## src/design/tecc_pkg.sv

```systemverilog
// Purpose: Constants for the timer engine configuration and control block
// Assumes: 32-bit APB, 50 MHz system clock
// Notes:   Bit positions use little-endian numbering (bit 31 is MSB)
package tecc_pkg;
   // ***********************************************
   // Register byte offsets
   // ***********************************************
   localparam logic [7:0] OFF_OFFRANGE = 8'h00;
   localparam logic [7:0] OFF_ENGCFG   = 8'h04;
   localparam logic [7:0] OFF_TBCFG    = 8'h08;
   localparam logic [7:0] OFF_TB2VIS   = 8'h0C;
   localparam logic [7:0] OFF_CHANCFG  = 8'h10;
   // ***********************************************
   // Engine configuration fields
   // ***********************************************
   localparam int ECR_FORCE_THREAD_END    = 31;
   localparam int ECR_STOPREQ = 30;
   localparam int ECR_STF     = 28;
   localparam int ECR_ENGINE_HALTED_FLAG    = 23;
   localparam int ECR_FPS_LO  = 16;
   localparam int ECR_CHANNEL_FILTER_MODE_LO = 14;
   localparam int ECR_ETB_LO  = 0;
   // ***********************************************
   // Time base configuration fields
   // ***********************************************
   localparam int TBCR_T2CS_LO = 29;
   localparam logic [2:0] T2CS_RESET = 3'h1;
   // ***********************************************
   // Reset values and scaling
   // ***********************************************
   localparam logic [31:0] OFFRANGE_RESET = 32'h0000_0000;
   localparam logic [2:0]  FPS_RESET      = 3'h0;
   localparam logic [4:0]  ETB_RESET      = 5'h00;
   localparam logic [31:0] CHAN_RESET     = 32'h0000_0000;
   localparam int          ETB_WORD_SHIFT = 9;
   localparam logic [2:0]  SYSCLK_DIV_EIGHT_LAST      = 3'h7;
   localparam logic [23:0] TB2_ONE        = 24'h00_0001;
   localparam int          CLK_PERIOD_NS  = 20;
   // ***********************************************
   // Modes
   // ***********************************************
   typedef enum logic [1:0] {
      FLT_TWO   = 2'h0,
      FLT_RSVD  = 2'h1,
      FLT_THREE = 2'h2,
      FLT_CONT  = 2'h3
   } tecc_filt_e;
   typedef enum logic [2:0] {
      T2_GATED = 3'h0,
      T2_RISE  = 3'h1,
      T2_FALL  = 3'h2,
      T2_BOTH  = 3'h3,
      T2_SYSCLK_DIV_EIGHT  = 3'h4,
      T2_PTB   = 3'h5
   } tecc_t2cs_e;
endpackage

```

## src/design/tecc_engine_config.sv

```systemverilog
// Functional notes
// - Off-range code memory reads return the 32-bit off-range data register.
// - Host may write an instruction there; engine executes it on runaway fetch.
// - One off-range data register serves both engines; here each instance holds its own.
// - Writing one to force thread end ends the thread; bit self-clears.
// - Stop request gates engine clocks, time bases and sampling; bus runs.
// - After stop request, channel reads give bus error; writes unpredictable.
// - Stop waits for running thread, completes next clock after valid.
// - Stop request ignores host writes while code memory visible is one.
// - Stopped flag set only after stop, local or shared bus stop line.
// - Halted flag set while in halt, including single-step execution.
// - Filter prescaler divides system clock by two to power code plus one.
// - Mode 10 three agreeing samples; mode 11 all half-rate samples agree.
// - Entry table base times 0x200 gives microcode word address.
// - While stopped, time base reads succeed, writes error without effect.
// - Each engine has its own time base configuration registers.
// - Select 000 gates divide-by-eight clock with external time base pin.
// - Selects 001/010/011 count rising, falling or either pin edge.
// - Select 100 ungated divide-by-eight; 101 peripheral timebase input.
// - Time base two select resets to rising external clock edges.
//
// Purpose: Configuration and control registers of one timer engine
// Assumes: One APB slave, one wait state on every access
// Notes:   Instantiate once per engine; every instance holds its own off-range data register
`timescale 1ns/1ps
module tecc_engine_config (
   // Clock and reset
   input  wire logic        sys_clk,
   input  wire logic        resetn,
   // APB slave
   input  wire logic        psel,
   input  wire logic        penable,
   input  wire logic        pwrite,
   input  wire logic [7:0]  paddr,
   input  wire logic [31:0] pwdata,
   output logic             pready,
   output logic             pslverr,
   output logic [31:0]      prdata,
   // Microengine status
   input  wire logic        threadActive,
   input  wire logic        haltState,
   input  wire logic        codeMemoryVisible,
   input  wire logic        sharedBusStop,
   // Pins and internal time base
   input  wire logic        extTimebaseClk,
   input  wire logic        channelIn,
   input  wire logic        periphTimebase,
   // Engine controls
   output logic [31:0]      offRangeData,
   output logic             forceThreadEnd,
   output logic             engineClockOn,
   output logic [13:0]      entryTableAddr,
   output logic             channelState,
   output logic [23:0]      timeBaseTwo
);
   // ***********************************************
   // Registers
   // ***********************************************
   logic [31:0] offData_q, chanCfg_q, prdata_q;
   logic        pready_q, pslverr_q, force_thread_end_q;
   logic        stopReq_q, stopped_q, halted_q, clkOn_q;
   logic [2:0]  fps_q, t2cs_q, sysclk_div_eight_q;
   logic [1:0]  channel_filter_mode_q;
   logic [4:0]  etb_q;
   logic [13:0] etbAddr_q;
   logic [23:0] tb2_q;
   logic [2:0]  extSync_q, chSync_q;
   logic        extLvl_q, extPrev_q, chLvl_q;
   logic [7:0]  fCnt_q;
   logic        fTick, half_q, ref_q, miss_q, state_q;
   logic [2:0]  smp_q;
   logic        tb2Tick;
   logic        access, wrCommit, hit;
   logic [31:0] rdVal, engCfgRd;
   logic        errVal;

   assign access   = psel && penable && !pready_q;
   assign wrCommit = psel && penable && pready_q && pwrite && !pslverr_q;

   // ***********************************************
   // APB decode
   // ***********************************************
   always_comb begin
      engCfgRd = 32'h0000_0000;
      engCfgRd[tecc_pkg::ECR_STOPREQ] = stopReq_q;
      engCfgRd[tecc_pkg::ECR_STF] = stopped_q;
      engCfgRd[tecc_pkg::ECR_ENGINE_HALTED_FLAG] = halted_q;
      engCfgRd[tecc_pkg::ECR_FPS_LO +: 3] = fps_q;
      engCfgRd[tecc_pkg::ECR_CHANNEL_FILTER_MODE_LO +: 2] = channel_filter_mode_q;
      engCfgRd[tecc_pkg::ECR_ETB_LO +: 5] = etb_q;
      rdVal  = 32'h0000_0000;
      errVal = 1'b0;
      hit    = 1'b1;
      case (paddr)
         tecc_pkg::OFF_OFFRANGE: rdVal = offData_q;
         tecc_pkg::OFF_ENGCFG:   rdVal = engCfgRd;
         tecc_pkg::OFF_TBCFG: begin
            rdVal[tecc_pkg::TBCR_T2CS_LO +: 3] = t2cs_q;
            errVal = pwrite && stopped_q;
         end
         tecc_pkg::OFF_TB2VIS: begin
            rdVal[23:0] = tb2_q;
            errVal = pwrite;
         end
         tecc_pkg::OFF_CHANCFG: begin
            rdVal  = stopReq_q ? 32'h0000_0000 : chanCfg_q;
            errVal = stopReq_q;
         end
         default: hit = 1'b0;
      endcase
      if (!hit) begin
         errVal = 1'b1;
      end
   end

   // One wait state: answer is registered in the access phase
   always_ff @(posedge sys_clk) begin
      if (!resetn) begin
         pready_q  <= 1'b0;
         pslverr_q <= 1'b0;
         prdata_q  <= 32'h0000_0000;
      end else if (access) begin
         pready_q  <= 1'b1;
         pslverr_q <= errVal;
         prdata_q  <= pwrite ? 32'h0000_0000 : rdVal;
      end else begin
         pready_q  <= 1'b0;
         pslverr_q <= 1'b0;
      end
   end

   // ***********************************************
   // Off-range data, held per engine instance
   // ***********************************************
   always_ff @(posedge sys_clk) begin
      if (!resetn) begin
         offData_q <= tecc_pkg::OFFRANGE_RESET;
      end else if (wrCommit && paddr == tecc_pkg::OFF_OFFRANGE) begin
         offData_q <= pwdata;
      end
   end

   // ***********************************************
   // Engine configuration
   // ***********************************************
   always_ff @(posedge sys_clk) begin
      if (!resetn) begin
         fps_q  <= tecc_pkg::FPS_RESET;
         channel_filter_mode_q <= tecc_pkg::FLT_TWO;
         etb_q  <= tecc_pkg::ETB_RESET;
      end else if (wrCommit && paddr == tecc_pkg::OFF_ENGCFG) begin
         fps_q  <= pwdata[tecc_pkg::ECR_FPS_LO +: 3];
         channel_filter_mode_q <= pwdata[tecc_pkg::ECR_CHANNEL_FILTER_MODE_LO +: 2];
         etb_q  <= pwdata[tecc_pkg::ECR_ETB_LO +: 5];
      end
   end

   // Pulse only; the bit always reads back zero
   always_ff @(posedge sys_clk) begin
      if (!resetn) begin
         force_thread_end_q <= 1'b0;
      end else begin
         force_thread_end_q <= wrCommit && paddr == tecc_pkg::OFF_ENGCFG &&
                   pwdata[tecc_pkg::ECR_FORCE_THREAD_END];
      end
   end

   always_ff @(posedge sys_clk) begin
      if (!resetn) begin
         stopReq_q <= 1'b0;
      end else if (wrCommit && paddr == tecc_pkg::OFF_ENGCFG &&
                   !codeMemoryVisible) begin
         stopReq_q <= pwdata[tecc_pkg::ECR_STOPREQ];
      end
   end

   // Stop only between threads, never mid-thread
   // Clock enable kept as its own flop so the output is registered
   always_ff @(posedge sys_clk) begin
      if (!resetn) begin
         stopped_q <= 1'b0;
         clkOn_q   <= 1'b1;
      end else if (stopReq_q || sharedBusStop) begin
         if (!threadActive) begin
            stopped_q <= 1'b1;
            clkOn_q   <= 1'b0;
         end
      end else begin
         stopped_q <= 1'b0;
         clkOn_q   <= 1'b1;
      end
   end

   always_ff @(posedge sys_clk) begin
      if (!resetn) begin
         halted_q <= 1'b0;
      end else begin
         halted_q <= haltState;
      end
   end

   always_ff @(posedge sys_clk) begin
      if (!resetn) begin
         etbAddr_q <= 14'h0000;
      end else begin
         etbAddr_q <= 14'(etb_q) << tecc_pkg::ETB_WORD_SHIFT;
      end
   end

   // ***********************************************
   // Per-engine time base configuration
   // ***********************************************
   always_ff @(posedge sys_clk) begin
      if (!resetn) begin
         t2cs_q <= tecc_pkg::T2CS_RESET;
      end else if (wrCommit && paddr == tecc_pkg::OFF_TBCFG) begin
         t2cs_q <= pwdata[tecc_pkg::TBCR_T2CS_LO +: 3];
      end
   end

   // ***********************************************
   // Pin synchronisers
   // ***********************************************
   always_ff @(posedge sys_clk) begin
      if (!resetn) begin
         extSync_q <= 3'h0;
         chSync_q  <= 3'h0;
      end else begin
         extSync_q <= {extSync_q[1:0], extTimebaseClk};
         chSync_q  <= {chSync_q[1:0], channelIn};
      end
   end

   always_ff @(posedge sys_clk) begin
      if (!resetn) begin
         extLvl_q  <= 1'b0;
         extPrev_q <= 1'b0;
         chLvl_q   <= 1'b0;
      end else begin
         extPrev_q <= extLvl_q;
         if (extSync_q[1] == extSync_q[2]) begin
            extLvl_q <= extSync_q[2];
         end
         if (chSync_q[1] == chSync_q[2]) begin
            chLvl_q <= chSync_q[2];
         end
      end
   end

   // ***********************************************
   // Time base two clocking
   // ***********************************************
   always_ff @(posedge sys_clk) begin
      if (!resetn) begin
         sysclk_div_eight_q <= 3'h0;
      end else if (!stopped_q) begin
         sysclk_div_eight_q <= sysclk_div_eight_q + 3'h1;
      end
   end

   always_comb begin
      case (t2cs_q)
         tecc_pkg::T2_GATED:
            tb2Tick = sysclk_div_eight_q == tecc_pkg::SYSCLK_DIV_EIGHT_LAST && extLvl_q;
         tecc_pkg::T2_RISE: tb2Tick = extLvl_q && !extPrev_q;
         tecc_pkg::T2_FALL: tb2Tick = !extLvl_q && extPrev_q;
         tecc_pkg::T2_BOTH: tb2Tick = extLvl_q != extPrev_q;
         tecc_pkg::T2_SYSCLK_DIV_EIGHT: tb2Tick = sysclk_div_eight_q == tecc_pkg::SYSCLK_DIV_EIGHT_LAST;
         tecc_pkg::T2_PTB:  tb2Tick = periphTimebase;
         default:           tb2Tick = 1'b0;
      endcase
   end

   always_ff @(posedge sys_clk) begin
      if (!resetn) begin
         tb2_q <= 24'h00_0000;
      end else if (tb2Tick && !stopped_q) begin
         tb2_q <= tb2_q + tecc_pkg::TB2_ONE;
      end
   end

   // ***********************************************
   // Channel input filter
   // ***********************************************
   // Tick every 2^(code+1) cycles
   // At-or-above compare: a smaller code acts at once, no wrap stall
   assign fTick = fCnt_q >= ((8'h02 << fps_q) - 8'h01);

   always_ff @(posedge sys_clk) begin
      if (!resetn) begin
         fCnt_q <= 8'h00;
         half_q <= 1'b0;
      end else if (!stopped_q) begin
         fCnt_q <= fTick ? 8'h00 : fCnt_q + 8'h01;
         half_q <= !half_q;
      end
   end

   // Continuous mode tracks disagreement between ticks
   always_ff @(posedge sys_clk) begin
      if (!resetn) begin
         ref_q  <= 1'b0;
         miss_q <= 1'b0;
      end else if (!stopped_q) begin
         if (fTick) begin
            ref_q  <= chLvl_q;
            miss_q <= 1'b0;
         end else if (half_q && chLvl_q != ref_q) begin
            miss_q <= 1'b1;
         end
      end
   end

   always_ff @(posedge sys_clk) begin
      if (!resetn) begin
         smp_q   <= 3'h0;
         state_q <= 1'b0;
      end else if (fTick && !stopped_q) begin
         smp_q <= {smp_q[1:0], chLvl_q};
         case (channel_filter_mode_q)
            tecc_pkg::FLT_TWO: begin
               if (smp_q[0] == chLvl_q) begin
                  state_q <= chLvl_q;
               end
            end
            tecc_pkg::FLT_THREE: begin
               if (smp_q[0] == chLvl_q && smp_q[1] == chLvl_q) begin
                  state_q <= chLvl_q;
               end
            end
            tecc_pkg::FLT_CONT: begin
               if (!miss_q && ref_q == chLvl_q) begin
                  state_q <= chLvl_q;
               end
            end
            default: state_q <= state_q;
         endcase
      end
   end

   // ***********************************************
   // Channel configuration (stand-in channel register)
   // ***********************************************
   always_ff @(posedge sys_clk) begin
      if (!resetn) begin
         chanCfg_q <= tecc_pkg::CHAN_RESET;
      end else if (wrCommit && paddr == tecc_pkg::OFF_CHANCFG) begin
         chanCfg_q <= pwdata;
      end
   end

   assign pready         = pready_q;
   assign pslverr        = pslverr_q;
   assign prdata         = prdata_q;
   assign offRangeData   = offData_q;
   assign forceThreadEnd = force_thread_end_q;
   assign engineClockOn  = clkOn_q;
   assign entryTableAddr = etbAddr_q;
   assign channelState   = state_q;
   assign timeBaseTwo    = tb2_q;
endmodule // tecc_engine_config

```

## config.mk

```make
export PLATFORM = sky130hd
export DESIGN_NAME = tecc_engine_config
export DESIGN_NICKNAME = d
export VERILOG_FILES = /design/src/design/tecc_pkg.sv /design/src/design/tecc_engine_config.sv
export SDC_FILE = /design/constraint.sdc
export NUM_CORES = 1
export LEC_CHECK = 0
export ABC_AREA = 1
export BUFFER_PORTS_ARGS = -buffer_cell sky130_fd_sc_hd__buf_4
export CELL_PAD_IN_SITES_DETAIL_PLACEMENT = 1
export CELL_PAD_IN_SITES_GLOBAL_PLACEMENT = 1
export CORE_MARGIN = 3
export CORE_UTILIZATION = 39
export CTS_CLUSTER_DIAMETER = 200
export CTS_CLUSTER_SIZE = 8
export DETAILED_ROUTE_END_ITERATION = 8
export PLACE_DENSITY = 0.89
export SLEW_MARGIN = 5
export SYNTH_ARGS = -nofsm -noshare
export SYNTH_HDL_FRONTEND = slang
export SYNTH_SLANG_ARGS = --single-unit
```

## constraint.sdc

```tcl
create_clock -name sys_clk -period 3.2 [get_ports sys_clk]
set_clock_uncertainty 0.05 [all_clocks]
set_input_delay 0.48 -clock sys_clk [delete_from_list [all_inputs] [get_ports sys_clk]]
set_output_delay 0.48 -clock sys_clk [all_outputs]
set_load 0.005 [all_outputs]
```

---- Yosys cells after proc, flatten, opt, wreduce, memory -nomap -nowiden ----
Cells that the tools add are included.
cells by class
  bitwise gates (word level) .............. 1
  shift-type cells ........................ 1
  reductions and logical operators ........ 40
  multiplexer cells ....................... 17
  add/subtract/negate cells ............... 4
  equal/unequal tests ..................... 22
  $lt $le $gt $ge ......................... 1
operators by type and width
  cell                                                                   number
  24-bit case mux with 4 select lines                                    1
  32-bit 2-to-1 mux                                                      2
  24-bit by 1-bit adder with 24-bit output, second input constant        1
  1-bit logical AND                                                      20
  8-bit by 4-bit equality test with 1-bit output, second input constant  2
  5-bit case mux with 3 select lines                                     1
  3-bit case mux with 4 select lines                                     1
  3-bit equality test, second input constant                             3
  8-bit by 1-bit adder with 8-bit output, second input constant          1
  8-bit by 3-bit equality test with 1-bit output, second input constant  1
  8-bit by 5-bit equality test with 1-bit output, second input constant  1
  8-bit >= comparator                                                    1
  1-bit logical NOT                                                      8
  8-bit logical NOT                                                      1
  1-bit 2-to-1 mux                                                       8
  8-bit 2-to-1 mux                                                       1
  2-bit AND reduction                                                    4
  2-bit by 3-bit left shift with 8-bit output, first input constant      1
  8-bit by 1-bit subtractor with 8-bit output, second input constant     1
  3-bit by 2-bit equality test with 1-bit output, second input constant  2
  2-bit != test, second input constant                                   3
  1-bit case mux with 3 select lines                                     2
  1-bit case mux with 6 select lines                                     1
  1-bit equality test                                                    5
  other kinds (12)                                                       14
word-level totals
  bits of input ports ..................... 52
  logic and storage cells ................. 115
  bits in registers ....................... 180
  output and inout bits ................... 107

---- Longest topological paths before layout ----
Gate-level depths: netlist of the first run.
  word-level depth ........................ 6
  mapped depth ............................ 18
  gate-level depth less buffers ........... 18

---- Worst setup path before layout of the first run ----
Ideal clock, no wire load.
  kind .................................... register to register
  start ................................... register fps_q[2]
  end ..................................... register fCnt_q[2]
  setup time .............................. 0.081 ns
  path slack .............................. 0.834 ns
  arrival time ............................ 2.235 ns
  path buffers ............................ 1
  cell stages (with the launch flop) ...... 15
  required time ........................... 3.069 ns
  period minus slack after synthesis ...... 2.366 ns
  path through ............................ dfxtp_1 -> clkbuf_1 -> inv_1 -> nand3_1 -> ha_1 -> o21ai_0 -> a21oi_1 -> o22ai_1 -> ha_1 -> a21o_1 -> nor2_1 -> nand2_1 -> nand2_1 -> nand2_1 -> nor3b_1
on the way
  cells in the longest elaborated chain, start to end .. 4
ends and longest elaborated chain
  element                                      RTL line                   source
  start: declaration                           tecc_engine_config.sv:62   logic [2:0] fps_q, t2cs_q, sysclk_div_eight_q;
  start signal: assignment                     tecc_engine_config.sv:148  fps_q <= tecc_pkg::FPS_RESET;
  start signal: assignment                     tecc_engine_config.sv:152  fps_q <= pwdata[tecc_pkg::ECR_FPS_LO +: 3];
  2-bit by 3-bit left shift with 8-bit output  tecc_engine_config.sv:287  assign fTick = fCnt_q >= ((8'h02 << fps_q) - 8'h01);
  8-bit by 1-bit subtractor with 8-bit output  tecc_engine_config.sv:287
  8-bit >= comparator                          tecc_engine_config.sv:287
  8-bit 2-to-1 mux                             tecc_engine_config.sv:294  fCnt_q <= fTick ? 8'h00 : fCnt_q + 8'h01;
  end signal: assignment                       tecc_engine_config.sv:294
  end: declaration                             tecc_engine_config.sv:69   logic [7:0] fCnt_q;
Every way passes these cells.
A chain may end at the register's enable or synchronous reset.

---- Worst setup path after layout of the first run ----
  start ................................... register fps_q[0]
  end ..................................... register fCnt_q[3]
Same word-level chain as after synthesis.

==> flow_metrics.tcl, run 1 <==
set metrics [dict create \
    async_flop_share_pct 0 \
    synth-edff-count 0 \
    rsz0062_at_grt "false" \
    maxSlewHeadroom_pct 44.75 \
    synth_seq_cells 170 \
    end_kind "flip-flop" \
    hp-start "threadActive" \
    htreeDepth 4 \
    reg2reg_slack_ns 0.37 \
    die_h_um 149.8 \
    crit_type "reg2reg" \
    min_period_ns 2.832 \
    fillers 2578 \
    port_buffers 149 \
    crit_chain "nor2_1, inv_1, nor2_1, inv_1, ha_1, nor3_1, o22ai_1, ha_1, a21o_1, nor2_1, nand2_1, nand2_1, nand2_1, nor3b_1" \
    clock-sinks 170 \
    routed_wl_um 28890 \
    critPathArrivalTime_ns 3.13 \
    yosys_warnings 0 \
    pre_cts_ws_ns 0.4003 \
    cts_resized 0 \
    drive_above_1_share_pct 17.73 \
    layoutNonFillerInstCount 1545 \
    p_per_area_nw_per_um2 466.0 \
    tns_ns 0 \
    critPathSlowestCell "dfxtp_1" \
    vias 8368 \
    numCtsBuffers 17 \
    worstMarginPinSlew_ns 0.8278 \
    coreArea_sq_um 19910 \
    hold_viol_final 0 \
    cts-root-buf "clkbuf_16" \
    routedWlPerCell_um 18.70 \
    max_clock_freq_mhz 353.1 \
    p_leak_nw 4.245 \
    io_pins 159 \
    holdPathEnd "stopped_q" \
    die_area_sq_um 22430 \
    period_share_pct 88.49 \
    multi_input_area_sq_um 3984 \
    fin_nets 1332 \
    cts_tree "yes" \
    ys_seq_area_share_pct 42.22 \
    syn_inst 1141 \
    ant_nets 0 \
    r2r_end "fCnt_q[3]" \
    clockBufferDepth 2 \
    grt_pass1_vias 8596 \
    start_util_pct 40.49 \
    clk_latency_ns 0.44 \
    drt_first_pass_iters 5 \
    drt_iter0_markers 612 \
    holdBufCountCts 0 \
    grt_max_degree 55 \
    hold_path_depth 2 \
    grt_pass1_wl_um 45310 \
    netlist_area_sq_um 8060 \
    die_w_um 149.8 \
    regArea_sq_um 3403 \
    yosys-top-cells-area "dfxtp_1 42%, nand2_1 14%, a21oi_1 6.8%, nand3_1 5.4%, nor2_1 5.3%" \
    yosys.area.top_type "dfxtp_1" \
    r2r_cells 14 \
    cp_max_fo 9 \
    status "finished clean" \
    yosysTopAreaCellShare_pct 42.22 \
    irDropWorstVdd_v 0.0003840 \
    netlist_top_cells_count "300 x nand2_1, 170 x dfxtp_1, 114 x nor2_1" \
    postCtsSetupBuffers 0 \
    antennaDiodeCount 0 \
    cp_slowest_stage_delay_ns 0.36 \
    hp-class "in2reg" \
    gp_congestion 0.9082 \
    antenna_found_initial 0 \
    required_ns 3.50 \
    setup_violations 0 \
    drcViolationCount 0 \
    grt-ovfl-total 0 \
    grt_usage_pct 25.64 \
    r2r_start "fps_q[0]" \
    cap_violations 0 \
    area_delta_synth_final_pct 23.70 \
    row_count 51 \
    avgSynthCellArea_sq_um 7.064 \
    path_clk_slew_ns 0.07 \
    dp_cells 1513 \
    viasPerCell 5.416 \
    fin_ws_ns 0.3683 \
    dp_hpwl_um 20190 \
    ys.flop_type "dfxtp_1" \
    drv_slew 0 \
    synth_cell_types 35 \
    yosysMostFrequentCell "nand2_1" \
    worstSetupStartpointType "flip-flop" \
]
how the worst max path moves through the flow:
stage,from,endpoint,slack [ns],cells past startpoint
after floorplan,fps_q[2],fCnt_q[2],0.83,14
after global placement,fps_q[0],fCnt_q[2],0.62,14
after detailed placement,fps_q[0],fCnt_q[3],0.40,16
after CTS,fps_q[0],fCnt_q[3],0.35,14
after global routing,fps_q[0],fCnt_q[3],0.09,14
final,fps_q[0],fCnt_q[3],0.37,14
cell type report:
type / count / share of cell area, %
repair buffers: 166 / 12.87
multi-input cells: 815 / 39.95
clock inverters: 12 / 1.380
well taps: 265 / 3.325
clock buffers: 20 / 4.681
inverters: 97 / 3.652
flip-flops and latches: 170 / 34.13
flip-flops by register name, summed over array words and instances (netlist names), 2 cells and up:
| register | cells |
|---|---|
| fCnt_q | 8 |
| chSync_q | 3 |
| t2cs_q | 3 |
| entryTableAddr | 5 |
| extSync_q | 3 |
| timeBaseTwo | 24 |
| fps_q | 3 |
| etb_q | 5 |
| chanCfg_q | 32 |
| offRangeData | 32 |
| prdata | 32 |
| sysclk_div_eight_q | 3 |
| channel_filter_mode_q | 2 |
| smp_q | 2 |
routing by layer:
layer	up-vias	routed length (um)	GRT usage, %
met2	267	14150	43.82
met4	0	914	10.38
li1	3959	-	-
met1	4075	12130	31.61
met3	67	1692	5.239
met5	-	0	0
worst max-delay path, delay by kind of cell, from the launching register on:
| family | cells | cell delay, ns |
|---|---|---|
| compound gates | 2 | 0.29 |
| simple gates | 8 | 1.38 |
| fa+ha+maj | 2 | 0.51 |
| buf+inv | 2 | 0.14 |
| flops | 1 | 0.36 |
per-stage QoR:
stage / cell area (sq um) / total power [mW] / hold WS (ns) / utilization [%]
floorplan: 8090 / 2.409 / 0.3405 / -
CTS: 9971 / 4.656 / 0.1702 / 50.08
finish: 9971 / 4.647 / 0.1758 / 50.08
detailed placement: 9366 / 2.549 / 0.3645 / 47.05
global placement: 9366 / 2.532 / 0.3457 / 47.05
global route: 9971 / 4.787 / 0.1700 / 50.08
power by group:
part	internal, mW	switching [mW]	total [mW]	leakage, nW
clock network	1.22	0.924	2.15	0.299
registers	2.15	0.0281	2.18	1.37
logic	0.117	0.205	0.321	2.57
total	3.49	1.16	4.65	4.24
placed cells by master, fill, tap and decap left out, drive strengths merged:
master | netlist | layout
a21oi | 109 | 109
bufinv | 0 | 2
a31oi | 2 | 2
conb | 1 | 9
o21bai | 1 | 1
nor3b | 2 | 2
nand2 | 304 | 304
xnor2 | 7 | 7
nand3 | 88 | 88
o22ai | 1 | 1
inv | 97 | 100
nor3 | 4 | 4
nand4 | 27 | 27
clkinvlp | 0 | 1
a211oi | 22 | 22
clkinv | 0 | 6
ha | 13 | 13
a21o | 2 | 2
buf | 40 | 166
dfxtp | 170 | 170
nor2 | 123 | 123
nand3b | 17 | 17
o21ai | 72 | 72
clkbuf | 27 | 20
xor2 | 12 | 12
logic make-up (layout without fill, tap and decap cells):
logic type                 after synthesis  in the layout  share of synthesized area, %
buffers and inverters                  164            295                         8.755
xor gates and xnor gates                19             19                         2.065
DFF                                    170            170                         42.22
AOI/OAI and AO/OA                      209            209                         14.36
other                                    1              9                       0.04652
adders and majority gates               13             13                         2.018
and+or+nand+nor                        565            565                         30.53
No activity file was read; power rests on OpenSTA's default activity.
==> run 2: changes to the inputs <==
--- a/config.mk
+++ b/config.mk
@@ -6,14 +6,14 @@
 export NUM_CORES = 1
 export LEC_CHECK = 0
 export ABC_AREA = 1
-export BUFFER_PORTS_ARGS = -buffer_cell sky130_fd_sc_hd__buf_4
 export CELL_PAD_IN_SITES_DETAIL_PLACEMENT = 1
 export CELL_PAD_IN_SITES_GLOBAL_PLACEMENT = 1
 export CORE_MARGIN = 3
-export CORE_UTILIZATION = 39
+export CORE_UTILIZATION = 45
 export CTS_CLUSTER_DIAMETER = 200
 export CTS_CLUSTER_SIZE = 8
 export DETAILED_ROUTE_END_ITERATION = 8
+export DONT_BUFFER_PORTS = 1
 export PLACE_DENSITY = 0.89
 export SLEW_MARGIN = 5
 export SYNTH_ARGS = -nofsm -noshare
==> run 2 against run 1 <==
Against the previous run:
- worst setup slack got worse by 0.038 ns
- count of clock-buffer cells in the layout is 3 lower
- total power down 1.7%
- utilization grew 0.33 points
- sequential share of layout area up 4.6 points
- die area fell by 13%
- critical path depth rose by 2
- wire length down 9.1%
- clock power about the same
- fmax decreased by 1.3%
- critical endpoint unchanged
- largest cell class unchanged
- largest power group unchanged
==> flow_metrics.tcl, run 2 (same netlist as run 1, synthesis figures left out) <==
set metrics [dict create \
    setup_violations 0 \
    tns_ns 0 \
    min_period_ns 2.869 \
    grt-ovfl-total 0 \
    period_share_pct 89.67 \
    power_switching_mw 1.164 \
    worstMarginPinSlew_ns 0.9596 \
    drv_slew 0 \
    status "finished clean" \
    required_ns 3.51 \
    clockBufferDepth 2 \
    viasPerCell 5.667 \
    cts_resized 0 \
    routedWlPerCell_um 19.37 \
    area_delta_synth_final_pct 8.926 \
    hp-start "threadActive" \
    maxSlewHeadroom_pct 35.96 \
    htreeDepth 4 \
    irDropWorstVdd_v 0.0003607 \
    cts-root-buf "clkbuf_16" \
    final_cell_mix "300 x nand2_1, 170 x dfxtp_1, 113 x nor2_1" \
    row_count 48 \
    layout_commonest_cell "nand2_1" \
    p_per_area_nw_per_um2 520.2 \
    critPathArrivalTime_ns 3.18 \
    r2r_end "fCnt_q[3]" \
    multi_input_area_sq_um 3984 \
    hold_path_depth 1 \
    routed_wl_um 26260 \
    postCtsSetupBuffers 0 \
    antenna_found_initial 0 \
    placed_cell_area_sq_um 8173 \
    cap_violations 0 \
    io_pins 159 \
    die_w_um 139.8 \
    grt_usage_pct 26.61 \
    antennaDiodeCount 0 \
    p_comb_share_pct 5.1 \
    hp-class "in2reg" \
    grt_pass1_wl_um 41990 \
    pwr-share-clk_pct 47.1 \
    holdPathEnd "stopped_q" \
    fin_nets 1183 \
    cts_tree "yes" \
    numCtsBuffers 17 \
    end_kind "flip-flop" \
    drive_above_1_share_pct 6.897 \
    drcViolationCount 0 \
    dp_hpwl_um 18430 \
    clk_latency_ns 0.44 \
    internal-power_mw 3.403 \
    fillers 2243 \
    fin_total_pwr_mw 4.567 \
    drt_first_pass_iters 7 \
    p_sw_share_pct 25.50 \
    hold_viol_final 0 \
    gp_congestion 0.8500 \
    clock-sinks 170 \
    cp_max_fo 9 \
    final_area_sq_um 8780 \
    rsz0062_at_grt "false" \
    max_clock_freq_mhz 348.5 \
    worstSetupStartpointType "flip-flop" \
    drt_iter0_markers 412 \
    vias 7684 \
    ant_nets 0 \
    r2r_cells 16 \
    crit_type "reg2reg" \
    die_h_um 139.8 \
    grt_pass1_vias 7722 \
    reg2reg_slack_ns 0.33 \
    coreArea_sq_um 17420 \
    path_clk_slew_ns 0.07 \
    holdBufCountCts 0 \
    r2r_start "fps_q[0]" \
    die_area_sq_um 19550 \
    p_leak_nw 3.451 \
    regArea_sq_um 3403 \
    start_util_pct 46.28 \
    port_buffers 0 \
    timing.hold.ws_ns 0.08176 \
    grt_max_degree 70 \
    seq_power_share_pct 47.8 \
]
[run 2: worst max-delay path: stages (launching register included)]
cell     delay, ns
dfxtp_1       0.37
nor2_1        0.20
inv_1         0.09
nor2_1        0.15
inv_1         0.07
ha_1          0.22
o21ai_0       0.12
a21oi_1       0.06
a31oi_1       0.20
ha_1          0.29
nand2_1       0.07
a21oi_1       0.07
nor2_1        0.13
nand2_1       0.07
nand2_1       0.12
nand2_1       0.24
nor3b_1       0.26
[run 2: cell type report]
cell class / instances / share of cell area [%]
Multi-Input combinational cell: 815 / 45.38
Timing Repair Buffer: 17 / 1.596
Clock inverter: 15 / 2.066
Sequential cell: 170 / 38.76
Inverter: 97 / 4.147
Clock buffer: 17 / 4.845
Tap cell: 225 / 3.206
[run 2: per-stage QoR]
stage               utilization [%]  std cells  setup WS (ns)
finish                        50.41       1356         0.3305
global route                  50.41       1356        0.01828
CTS                           50.41       1356         0.3375
detailed placement            46.93       1324         0.3844
global placement              46.93       1324         0.6280
floorplan                         -       1149         0.8341
[run 2: power groups by stage]
| stage | registers [mW] | clock network, mW | logic [mW] |
|---|---|---|---|
| 3_5_place_dp | 2.23 | 0 | 0.228 |
| 2_1_floorplan | 2.22 | 0 | 0.191 |
| 5_1_grt | 2.19 | 2.26 | 0.274 |
| 3_3_place_gp | 2.23 | 0 | 0.220 |
| 4_1_cts | 2.18 | 2.17 | 0.235 |
| 6_report | 2.18 | 2.15 | 0.234 |
[run 2: worst max-delay path by stage]
stage / start / to / slack, ns / cells past startpoint
2_1_floorplan: fps_q[2] / fCnt_q[2] / 0.83 / 14
3_3_place_gp: fps_q[0] / fCnt_q[2] / 0.63 / 14
3_5_place_dp: fps_q[0] / fCnt_q[3] / 0.38 / 16
4_1_cts: fps_q[0] / fCnt_q[3] / 0.34 / 16
5_1_grt: fps_q[0] / fCnt_q[3] / 0.02 / 16
6_report: fps_q[0] / fCnt_q[3] / 0.33 / 16
[run 2: metal layers]
metal  track usage (%)  wire [um]
met4             9.536        721
met3             7.869       1716
met1             32.80      11290
met2             44.26      12540
met5                 0          0
==> run 3: changes to the inputs <==
--- a/config.mk
+++ b/config.mk
@@ -8,13 +8,11 @@
 export ABC_AREA = 1
 export CELL_PAD_IN_SITES_DETAIL_PLACEMENT = 1
 export CELL_PAD_IN_SITES_GLOBAL_PLACEMENT = 1
-export CORE_MARGIN = 3
-export CORE_UTILIZATION = 45
-export CTS_CLUSTER_DIAMETER = 200
+export CORE_UTILIZATION = 49
 export CTS_CLUSTER_SIZE = 8
 export DETAILED_ROUTE_END_ITERATION = 8
 export DONT_BUFFER_PORTS = 1
-export PLACE_DENSITY = 0.89
+export PLACE_DENSITY = 0.95
 export SLEW_MARGIN = 5
 export SYNTH_ARGS = -nofsm -noshare
 export SYNTH_HDL_FRONTEND = slang
==> constraint.sdc (replaced) <==
create_clock -name sys_clk -period 3.4 [get_ports sys_clk]
set_clock_uncertainty 0.05 [all_clocks]
set_input_delay 0.51 -clock sys_clk [delete_from_list [all_inputs] [get_ports sys_clk]]
set_output_delay 0.51 -clock sys_clk [all_outputs]
set_load 0.005 [all_outputs]
==> run 3 against run 2 <==
Against the previous run:
- non-clock buffer count shrank 5
- wire length grew 2.7%
- fmax shrank 0.82%
- final area is the same
- worst hold slack gained 0.030 ns
- via count grew 2.7%
- sequential share of layout area is the same
- sequential power shrank 6%
- combinational power shrank 5%
- register-to-register slack gained 0.18 ns
- largest cell class unchanged
- largest power group is now the clock network
==> flow_metrics.tcl, run 3 (same netlist as run 1, synthesis figures left out) <==
set metrics [dict create \
    status "finished clean" \
    layout_commonest_cell "nand2_1" \
    die_area_sq_um 16970 \
    die_w_um 130.3 \
    min_period_ns 2.893 \
    irDropWorstVdd_v 0.0003821 \
    routed_wl_um 26970 \
    maxSlewHeadroom_pct 33.19 \
    rsz0062_at_grt "false" \
    postCtsSetupBuffers 0 \
    final_cell_mix "300 x nand2_1, 170 x dfxtp_1, 113 x nor2_1" \
    die_h_um 130.3 \
    row_count 46 \
    period_share_pct 85.09 \
    clockBufferDepth 2 \
    p_comb_share_pct 5.0 \
    required_ns 3.70 \
    cts_resized 0 \
    numCtsBuffers 17 \
    htreeDepth 4 \
    drcViolationCount 0 \
    grt_usage_pct 33.03 \
    drt_iter0_markers 557 \
    hp-class "in2reg" \
    crit_type "reg2reg" \
    drt_first_pass_iters 5 \
    path_clk_slew_ns 0.07 \
    grt_max_degree 70 \
    cts-root-buf "clkbuf_16" \
    vias 7894 \
    antenna_found_initial 0 \
    grt-ovfl-total 0 \
    cp_max_fo 9 \
    power_switching_mw 1.016 \
    coreArea_sq_um 15940 \
    critPathArrivalTime_ns 3.19 \
    grt_pass1_vias 8056 \
    drive_above_1_share_pct 6.317 \
    cts_tree "yes" \
    io_pins 159 \
    worstMarginPinSlew_ns 1.001 \
    fin_nets 1178 \
    internal-power_mw 3.447 \
    port_buffers 0 \
    p_sw_share_pct 22.77 \
    seq_power_share_pct 46.0 \
    dp_hpwl_um 17960 \
    worstSetupStartpointType "flip-flop" \
    holdBufCountCts 0 \
    grt_pass1_wl_um 42550 \
    clock-sinks 170 \
    start_util_pct 50.56 \
    routedWlPerCell_um 20.13 \
    pwr-share-clk_pct 49.0 \
    ant_nets 0 \
    cap_violations 0 \
    end_kind "flip-flop" \
    antennaDiodeCount 0 \
    gp_congestion 0.9083 \
    area_delta_synth_final_pct 8.926 \
    timing.hold.ws_ns 0.1120 \
    fillers 2102 \
    p_leak_nw 3.454 \
    hold_viol_final 0 \
    tns_ns 0 \
    p_per_area_nw_per_um2 508.3 \
    max_clock_freq_mhz 345.6 \
    viasPerCell 5.891 \
    clk_latency_ns 0.44 \
    setup_violations 0 \
    drv_slew 0 \
]
==> run 3: critical path, cell delays in order, from the launching register on <==
cell     delay [ns]
dfxtp_1        0.37
nor2_1         0.22
inv_1          0.10
nor2_1         0.15
inv_1          0.07
ha_1           0.22
o21ai_0        0.14
a21oi_1        0.07
a31oi_1        0.19
ha_1           0.30
nand2_1        0.08
a21oi_1        0.06
nor2_1         0.12
nand2_1        0.07
nand2_1        0.13
nand2_1        0.21
nor3b_1        0.26
==> run 3: power by group through the flow <==
stage / logic, mW / clock network (mW) / registers, mW
after detailed placement: 0.217 / 0 / 2.10
after floorplan: 0.180 / 0 / 2.09
after global placement: 0.204 / 0 / 2.10
after global routing: 0.248 / 2.30 / 2.06
after CTS: 0.221 / 2.19 / 2.05
final: 0.222 / 2.19 / 2.05
==> run 3: metrics by stage <==
stage / cells / cell area (sq um) / utilization, % / power (mW) / setup WS (ns)
2_1_floorplan: 1149 / 8090 / - / 2.267 / 1.034
3_3_place_gp: 1310 / 8124 / 50.96 / 2.299 / 0.8176
3_5_place_dp: 1310 / 8124 / 50.96 / 2.315 / 0.6566
4_1_cts: 1340 / 8780 / 55.07 / 4.467 / 0.5002
5_1_grt: 1340 / 8780 / 55.07 / 4.600 / 0.2100
6_report: 1340 / 8780 / 55.07 / 4.463 / 0.5069
==> run 3: worst paths after layout <==
| path | slack [ns] | depth (start not counted) | from | end |
|---|---|---|---|---|
| setup / recovery | 0.51 | 16 | fps_q[0] | fCnt_q[3] |
| hold / removal | 0.11 | 1 | threadActive | stopped_q |
| hold reg to reg | 0.37 | 2 | chSync_q[0] | chSync_q[1] |
| setup reg to reg | 0.51 | 16 | fps_q[0] | fCnt_q[3] |
==> run 3: routing by layer <==
layer | global-route usage (%) | up-vias | wire [um]
li1 | - | 3645 | -
met1 | 37.70 | 3846 | 10800
met2 | 54.47 | 305 | 12690
met3 | 10.50 | 98 | 2187
met4 | 18.54 | 0 | 1290
met5 | 1.765 | - | 0
==> run 3: layout make-up <==
| type | instances | area [sq um] | share of cell area, % |
|---|---|---|---|
| clock buffers | 20 | 466.7 | 5.316 |
| clock inverters | 10 | 188.9 | 2.152 |
| inverters | 97 | 364.1 | 4.147 |
| multi-input cells | 815 | 3984 | 45.38 |
| flip-flops and latches | 170 | 3403 | 38.76 |
| well taps | 216 | 270.3 | 3.078 |
| repair buffers | 12 | 102.6 | 1.169 |
